==> src/mgrade_pkg.sv <==
// Shared constants and types for the membership grade evaluator
package mgrade_pkg;

   // ----------------------------------------
   // Definition record layout in memory
   // ----------------------------------------
   localparam logic [1:0] FLD_POINT_LEFT = 2'h0;
   localparam logic [1:0] FLD_POINT_RIGHT = 2'h1;
   localparam logic [1:0] FLD_SLOPE_LEFT = 2'h2;
   localparam logic [1:0] FLD_SLOPE_RIGHT = 2'h3;
   localparam int DEF_STRIDE = 4;
   localparam int FUZ_STRIDE = 1;

   // ----------------------------------------
   // Grade and slope values
   // ----------------------------------------
   localparam logic [7:0] GRADE_MAX = 8'hFF;
   localparam logic [7:0] GRADE_ZERO = 8'h00;
   localparam logic [7:0] SLOPE_VERTICAL = 8'h00;

   // ----------------------------------------
   // Sequencer states
   // ----------------------------------------
   typedef enum logic [5:0] {
      ST_IDLE = 6'b000001,
      ST_FETCH = 6'b000010,
      ST_DIFF = 6'b000100,
      ST_PROD = 6'b001000,
      ST_SEL = 6'b010000,
      ST_STORE = 6'b100000
   } seq_state_t;

endpackage : mgrade_pkg

==> src/grade_if.sv <==
// Operand and result bundle between sequencer and grade arithmetic
`timescale 1ns/1ps
`default_nettype none
interface grade_if;
   logic [7:0] ain;
   logic [7:0] p1;
   logic [7:0] p2;
   logic [7:0] s1;
   logic [7:0] s2;
   logic diff_en;
   logic prod_en;
   logic flag;
   logic [15:0] g1;
   logic [15:0] g2;

   modport ctrl (output ain, p1, p2, s1, s2, diff_en, prod_en, input flag, g1, g2);
   modport calc (input ain, p1, p2, s1, s2, diff_en, prod_en, output flag, g1, g2);
endinterface : grade_if
`default_nettype wire

==> src/grade_unit.sv <==
// Difference, outside flag and tentative grade arithmetic
`timescale 1ns/1ps
`default_nettype none
module grade_unit
   import mgrade_pkg::*;
(
   // Clock and reset
   input wire logic clock_in,
   input wire logic rst_in,
   // Operands and results
   grade_if.calc gi
);

   typedef struct packed {
      logic [7:0] d1;
      logic [7:0] d2;
      logic flag;
      logic [15:0] g1;
      logic [15:0] g2;
   } unit_state_t;

   unit_state_t q;
   unit_state_t d;
   logic b1;
   logic b2;
   logic [7:0] r1;
   logic [7:0] r2;

   always_comb begin
      d = q;
      {b1, r1} = {1'b0, gi.ain} - {1'b0, gi.p1};
      {b2, r2} = {1'b0, gi.p2} - {1'b0, gi.ain};
      if (gi.diff_en) begin
         d.d1 = r1;
         d.d2 = r2;
         d.flag = b1 | b2;
      end
      if (gi.prod_en) begin
         if (q.flag) begin
            d.g1 = 16'h0000;
            d.g2 = 16'h0000;
         end else begin
            d.g1 = 16'(q.d1) * 16'(gi.s1);
            d.g2 = 16'(q.d2) * 16'(gi.s2);
         end
      end
   end

   always_ff @(posedge clock_in) begin
      if (rst_in) begin
         q <= '0;
      end else begin
         q <= d;
      end
   end

   assign gi.flag = q.flag;
   assign gi.g1 = q.g1;
   assign gi.g2 = q.g2;

   // ----------------------------------------
   // Checks
   // ----------------------------------------
   property p_flag_set;
      @(posedge clock_in) disable iff (rst_in)
      gi.diff_en && ((gi.ain < gi.p1) || (gi.ain > gi.p2)) |=> gi.flag;
   endproperty
   a_flag_set: assert property (p_flag_set) else $error("outside flag not set");

   property p_flag_clear;
      @(posedge clock_in) disable iff (rst_in)
      gi.diff_en ##1 !gi.flag |-> ($past(gi.ain) >= $past(gi.p1)) && ($past(gi.ain) <= $past(gi.p2));
   endproperty
   a_flag_clear: assert property (p_flag_clear) else $error("flag clear outside range");

   property p_force_zero;
      @(posedge clock_in) disable iff (rst_in)
      gi.prod_en && gi.flag |=> (gi.g1 == 16'h0000) && (gi.g2 == 16'h0000);
   endproperty
   a_force_zero: assert property (p_force_zero) else $error("tentative grades not forced");

   property p_product;
      @(posedge clock_in) disable iff (rst_in)
      gi.prod_en && !gi.flag |=>
         (gi.g2 == (16'($past(gi.p2)) - 16'($past(gi.ain))) * 16'($past(gi.s2)))
         && (gi.g1 == (16'($past(gi.ain)) - 16'($past(gi.p1))) * 16'($past(gi.s1)));
   endproperty
   a_product: assert property (p_product) else $error("tentative grade product wrong");

endmodule : grade_unit
`default_nettype wire

==> src/membership_grade_eval.sv <==
// Trapezoid membership grade evaluator: sequencer and grade selection
`timescale 1ns/1ps
`default_nettype none
module membership_grade_eval
   import mgrade_pkg::*;
#(
   parameter int ADDR_W = 16
) (
   // Clock and reset
   input wire logic clock_in,
   input wire logic rst_in,
   // Core request
   input wire logic start_in,
   input wire logic [7:0] value_in,
   input wire logic [ADDR_W-1:0] def_ptr_in,
   input wire logic [ADDR_W-1:0] fuzzy_ptr_in,
   // Core answer
   output logic busy_out,
   output logic done_out,
   output logic [7:0] grade_out,
   output logic [ADDR_W-1:0] def_ptr_out,
   output logic [ADDR_W-1:0] fuzzy_ptr_out,
   // Memory
   output logic mem_req_out,
   output logic mem_we_out,
   output logic [ADDR_W-1:0] mem_addr_out,
   output logic [7:0] mem_wdata_out,
   input wire logic mem_ack_in,
   input wire logic [7:0] mem_rdata_in
);

   typedef struct packed {
      seq_state_t st;
      logic [1:0] idx;
      logic [7:0] ain;
      logic [7:0] p1;
      logic [7:0] p2;
      logic [7:0] s1;
      logic [7:0] s2;
      logic [ADDR_W-1:0] addr;
      logic [ADDR_W-1:0] dptr;
      logic [ADDR_W-1:0] fptr;
      logic [7:0] grade;
      logic done;
   } eval_state_t;

   eval_state_t q;
   eval_state_t d;
   logic [7:0] step1;
   logic [7:0] step2;

   grade_if gi ();

   grade_unit u_grade (
      .clock_in(clock_in),
      .rst_in(rst_in),
      .gi(gi)
   );

   // ----------------------------------------
   // Grade selection
   // ----------------------------------------
   always_comb begin
      step1 = gi.g2[7:0];
      if (((q.s2 == SLOPE_VERTICAL) || (gi.g2 > 16'(GRADE_MAX))) && !gi.flag) begin
         step1 = GRADE_MAX;
      end
      step2 = gi.g1[7:0];
      if ((q.s1 == SLOPE_VERTICAL) || (gi.g1 > 16'(GRADE_MAX))) begin
         step2 = step1;
      end
   end

   // ----------------------------------------
   // Sequencer
   // ----------------------------------------
   always_comb begin
      d = q;
      d.done = 1'b0;
      unique case (q.st)
         ST_IDLE: begin
            if (start_in) begin
               d.ain = value_in;
               d.dptr = def_ptr_in;
               d.fptr = fuzzy_ptr_in;
               d.addr = def_ptr_in;
               d.idx = FLD_POINT_LEFT;
               d.st = ST_FETCH;
            end
         end
         ST_FETCH: begin
            if (mem_ack_in) begin
               unique case (q.idx)
                  FLD_POINT_LEFT: d.p1 = mem_rdata_in;
                  FLD_POINT_RIGHT: d.p2 = mem_rdata_in;
                  FLD_SLOPE_LEFT: d.s1 = mem_rdata_in;
                  FLD_SLOPE_RIGHT: d.s2 = mem_rdata_in;
               endcase
               d.addr = q.addr + ADDR_W'(1);
               d.idx = q.idx + 2'h1;
               if (q.idx == FLD_SLOPE_RIGHT) begin
                  d.st = ST_DIFF;
               end
            end
         end
         ST_DIFF: d.st = ST_PROD;
         ST_PROD: d.st = ST_SEL;
         ST_SEL: begin
            d.grade = step2;
            d.addr = q.fptr;
            d.st = ST_STORE;
         end
         ST_STORE: begin
            if (mem_ack_in) begin
               d.dptr = q.dptr + ADDR_W'(DEF_STRIDE);
               d.fptr = q.fptr + ADDR_W'(FUZ_STRIDE);
               d.done = 1'b1;
               d.st = ST_IDLE;
            end
         end
      endcase
   end

   always_ff @(posedge clock_in) begin
      if (rst_in) begin
         q <= '{st: ST_IDLE, default: '0};
      end else begin
         q <= d;
      end
   end

   // ----------------------------------------
   // Outputs
   // ----------------------------------------
   assign gi.ain = q.ain;
   assign gi.p1 = q.p1;
   assign gi.p2 = q.p2;
   assign gi.s1 = q.s1;
   assign gi.s2 = q.s2;
   assign gi.diff_en = (q.st == ST_DIFF);
   assign gi.prod_en = (q.st == ST_PROD);

   assign busy_out = (q.st != ST_IDLE);
   assign done_out = q.done;
   assign grade_out = q.grade;
   assign def_ptr_out = q.dptr;
   assign fuzzy_ptr_out = q.fptr;
   assign mem_req_out = (q.st == ST_FETCH) || (q.st == ST_STORE);
   assign mem_we_out = (q.st == ST_STORE);
   assign mem_addr_out = q.addr;
   assign mem_wdata_out = q.grade;

   // ----------------------------------------
   // Checks
   // ----------------------------------------
   property p_vertical;
      @(posedge clock_in) disable iff (rst_in)
      (q.st == ST_STORE) && (q.s1 == SLOPE_VERTICAL) && (q.s2 == SLOPE_VERTICAL)
         && (q.ain >= q.p1) && (q.ain <= q.p2) |-> mem_wdata_out == GRADE_MAX;
   endproperty
   a_vertical: assert property (p_vertical) else $error("crisp inside not all ones");

   property p_step_one;
      @(posedge clock_in) disable iff (rst_in)
      (q.st == ST_SEL) && !gi.flag && (q.s2 == SLOPE_VERTICAL) |-> step1 == GRADE_MAX;
   endproperty
   a_step_one: assert property (p_step_one) else $error("step one not all ones");

   property p_step_two;
      @(posedge clock_in) disable iff (rst_in)
      (q.st == ST_SEL) && (q.s1 == SLOPE_VERTICAL) |=> q.grade == $past(step1);
   endproperty
   a_step_two: assert property (p_step_two) else $error("step two overwrote grade");

   property p_outside_zero;
      @(posedge clock_in) disable iff (rst_in)
      (q.st == ST_STORE) && ((q.ain < q.p1) || (q.ain > q.p2)) |-> mem_wdata_out == GRADE_ZERO;
   endproperty
   a_outside_zero: assert property (p_outside_zero) else $error("outside input nonzero");

   property p_reversed;
      @(posedge clock_in) disable iff (rst_in)
      (q.st == ST_SEL) && (q.p1 > q.p2) |=> grade_out == GRADE_ZERO;
   endproperty
   a_reversed: assert property (p_reversed) else $error("reversed points nonzero");

   property p_advance;
      @(posedge clock_in) disable iff (rst_in)
      (q.st == ST_STORE) && mem_ack_in |=> done_out
         && (def_ptr_out == $past(q.dptr) + ADDR_W'(DEF_STRIDE))
         && (fuzzy_ptr_out == $past(q.fptr) + ADDR_W'(FUZ_STRIDE));
   endproperty
   a_advance: assert property (p_advance) else $error("pointers not advanced");

   property p_store_addr;
      @(posedge clock_in) disable iff (rst_in)
      mem_req_out && mem_we_out |-> (mem_addr_out == q.fptr) && (mem_wdata_out == grade_out);
   endproperty
   a_store_addr: assert property (p_store_addr) else $error("store address wrong");

   c_normal: cover property (@(posedge clock_in) done_out && (grade_out == GRADE_MAX));
   c_slope: cover property (@(posedge clock_in) done_out && (grade_out != GRADE_MAX)
      && (grade_out != GRADE_ZERO));
   c_outside: cover property (@(posedge clock_in) (q.st == ST_SEL) && gi.flag);
   c_retry: cover property (@(posedge clock_in) busy_out && start_in);

endmodule : membership_grade_eval
`default_nettype wire

==> config.mk <==
export PLATFORM = sky130hd
export DESIGN_NAME = membership_grade_eval
export DESIGN_NICKNAME = d
export VERILOG_FILES = /design/src/mgrade_pkg.sv /design/src/grade_if.sv /design/src/grade_unit.sv /design/src/membership_grade_eval.sv
export SDC_FILE = /design/constraint.sdc
export NUM_CORES = 1
export LEC_CHECK = 0
export BUFFER_PORTS_ARGS = -buffer_cell sky130_fd_sc_hd__buf_4
export CORE_ASPECT_RATIO = 0.7
export CORE_UTILIZATION = 46
export DETAILED_ROUTE_END_ITERATION = 16
export HOLD_SLACK_MARGIN = 0.05
export PLACE_DENSITY = 0.66
export SETUP_SLACK_MARGIN = 0.5
export SLEW_MARGIN = 10
export SYNTH_ARGS = -nofsm -noshare
export SYNTH_HDL_FRONTEND = slang
export SYNTH_SLANG_ARGS = --single-unit
==> constraint.sdc <==
create_clock -name clock_in -period 6.2 [get_ports clock_in]
set_input_delay 0.62 -clock clock_in [delete_from_list [all_inputs] [get_ports clock_in]]
set_output_delay 0.62 -clock clock_in [all_outputs]
set_load 0.02 [all_outputs]
==> results.json <==
{
  "outcome": "completed",
  "drive_above_1_share_pct": 12.3,
  "dieWidth_um": 197,
  "synth_nets": 1690,
  "via_per_inst": 5.60,
  "post-route-period-util_pct": 75.8,
  "hold_viol": 0,
  "p_clk_share_pct": 46.7,
  "critical_path_required_ps": 6530,
  "cts_sinks": 154,
  "wl_met2_um": 13300,
  "p_leak_uw": 0.00619,
  "max_freq_mhz": 213,
  "dpl.cell_count": 1824,
  "setup_tns_ps": 0,
  "grt_first_pass_wirelength_um": 53900,
  "floorplan.initialDensity_pct": 47.2,
  "ys_types": 76,
  "dp_hpwl_um": 25300,
  "sequentialPowerShare_pct": 42.0,
  "max_slew_margin_pct": 25.6,
  "die_area_um2": 27300,
  "ys_seq_area_share_pct": 25.2,
  "area_growth_pct": 10.5,
  "first_iter_violations": 1026,
  "path_clk_slew_ps": 70,
  "gr-total-overflow": 0,
  "synth.most_common_cell": "dfxtp_1",
  "worst_path_max_delay_cell": "fa_1",
  "gp_congestion": 0.927,
  "final_area_um2": 13500,
  "cts_hold_buf": 0,
  "nets": 1707,
  "crit_chain": "nand2_1 > fa_1 > fa_1 > inv_1 > fa_1 > inv_1 > fa_1 > inv_1 > ha_1 > o21ai_0 > o21bai_1 > o21ai_1 > o211ai_1 > or3_1 > a32o_1",
  "hp-class": "input port to register",
  "drt_first_pass_iters": 6,
  "start_kind": "register",
  "tightest_slew_ps": 1110,
  "die_y_um": 138,
  "clkLatencyLatePin_ps": 440,
  "boundaryPins": 120,
  "pwr-share-comb_pct": 11.3,
  "core.rowCount": 49,
  "fp.coreArea_um2": 25900,
  "synth_edf_count": 0,
  "setup.worst_path.end_class": "register",
  "final_util_pct": 52.2,
  "internal-power_uw": 1860,
  "avgSynthCellArea_um2": 8.33,
  "post_cts_resized": 0,
  "setup_viol": 0,
  "yosys_warnings": 0,
  "routed_wl_um": 33400,
  "drv_cap": 0,
  "maxSlewViolCount": 0,
  "route.antenna.remaining_nets": 0,
  "synth_commonest_cells": "dfxtp_1, nand2_1, inv_1",
  "period_minus_slack_ps": 4700,
  "crit_path_frequent_cell": "fa_1",
  "fin_cells": 1854,
  "cts_tree": "built",
  "cpPeakStageDelay_ps": 570,
  "dpl_cell_area_um2": 12900,
  "ctsHtreeMaxLevel": 4,
  "yosysTopAreaCell": "dfxtp_1",
  "fin_skew_ps": 10.0,
  "synth.area.top_cells": "dfxtp_1, fa_1, ha_1",
  "post_cts_buffers": 0,
  "synth_top_area_share_pct": 25.2,
  "critical_path.top_delay_family": "adder cells",
  "numCtsBuffers": 17,
  "cp.arrival_ps": 5030,
  "p_per_area_nw_per_um2": 187,
  "antenna_cells": 0,
  "grt_max_degree": 87,
  "grt_pass1_vias": 9931,
  "path_max_fanout": 10,
  "syn-cell-area_um2": 12200,
  "wl_per_cell_um": 18.0,
  "antenna_found_initial": 1,
  "criticalPathCategory": "register to register",
  "highest_layer": "met4",
  "p_sw_uw": 660,
  "rsz0062_at_grt": "no",
  "met1_length_um": 16800,
  "cts_buffer_depth": 2,
  "io_buffers": 119,
  "synthArstFlopShare_pct": 0,
  "grt_usage_pct": 25.1,
  "ys.flop_type": "dfxtp_1",
  "met3_length_um": 3080,
  "syn_inst": 1469,
  "crit_buf_inv": 3,
  "switching_share_pct": 26.1,
  "vias": 10400,
  "ctsRootBufferMaster": "clkbuf_16",
  "irDropWorstVdd_uv": 143,
  "ys_ff_latch": 154,
  "remaining_drc_errors": 0
}
## cell type report
class | count | area [um^2]
Sequential cell | 154 | 3080
Fill cell | 2480 | 12400
Tap cell | 357 | 447
Multi-Input combinational cell | 1063 | 7940
Timing Repair Buffer | 126 | 946
Clock buffer | 19 | 453
Clock inverter | 11 | 194
Inverter | 124 | 465
## layout by cell type, fill, tap and decap left out, drive strengths merged, types with 6 or more instances in the layout
cell type / count
a211oi: 26
a21o: 11
a21oi: 104
a221oi: 6
a22oi: 13
a311oi: 7
a31oi: 12
and2: 108
and3: 9
buf: 126
clkbuf: 19
dfxtp: 154
fa: 74
ha: 95
inv: 124
mux2i: 36
nand2: 153
nand2b: 7
nand3: 26
nand3b: 10
nand4: 11
nor2: 113
nor2b: 6
nor3: 23
nor3b: 17
nor4: 17
o21a: 6
o21ai: 65
o221ai: 10
o31ai: 6
o32ai: 7
or3: 11
xnor2: 15
## flip-flops by register name, summed over array words and instances (netlist names)
register         flops
u_grade.gi.flag      1
mem_addr_out        16
grade_out            8
done_out             1
u_grade.gi.g2       16
gi.p2                8
gi.p1                8
u_grade.gi.g1       16
gi.ain               8
q                    8
fuzzy_ptr_out       16
gi.s2                8
u_grade.q           16
gi.s1                8
def_ptr_out         16
## routing by layer
layer  up-vias  track usage [%]
met5         -                0
met4         0             5.26
met3        22             6.83
met2       343             33.8
met1      5001             39.2
li1       5016                -
## through the flow
| stage | worst slack (ps) | total power [uW] | hold slack, ps |
|---|---|---|---|
| after floorplan | 1810 | 1270 | 425 |
| after global placement | 1580 | 1360 | 440 |
| after detailed placement | 1560 | 1360 | 443 |
| after CTS | 1530 | 2530 | 429 |
| after global routing | 1240 | 2600 | 436 |
| final | 1500 | 2520 | 439 |
## tightest hold or removal path: stages
cell	delay [ps]
buf_4	110
nand2_1	50
a21oi_1	50
## worst paths after layout
| check | start | end | slack [ps] | depth (start not counted) |
|---|---|---|---|---|
| setup / recovery | gi.s2[7] | u_grade.gi.g2[15] | 1500 | 15 |
| hold / removal | value_in[3] | gi.ain[3] | 440 | 3 |
| setup reg to reg | gi.s2[7] | u_grade.gi.g2[15] | 1500 | 15 |
| hold reg to reg | u_grade.gi.g1[14] | u_grade.gi.g1[14] | 450 | 2 |
## power by group through the flow
stage,clock (uW),sequential [uW],combinational (uW)
6_report,1180,1060,285
5_1_grt,1240,1060,307
4_1_cts,1190,1060,282
3_5_place_dp,0,1080,280
3_3_place_gp,0,1080,277
2_1_floorplan,0,1060,204
## cells by family after synthesis
logic type	Yosys count	share of synthesized area [%]
compound gates	312	16.8
buf+inv	252	9.96
simple gates	525	21.8
mux	37	3.04
flops	154	25.2
xor+xnor	20	1.43
fa+ha+maj	169	21.8
Power figures use the tool's default switching activity.
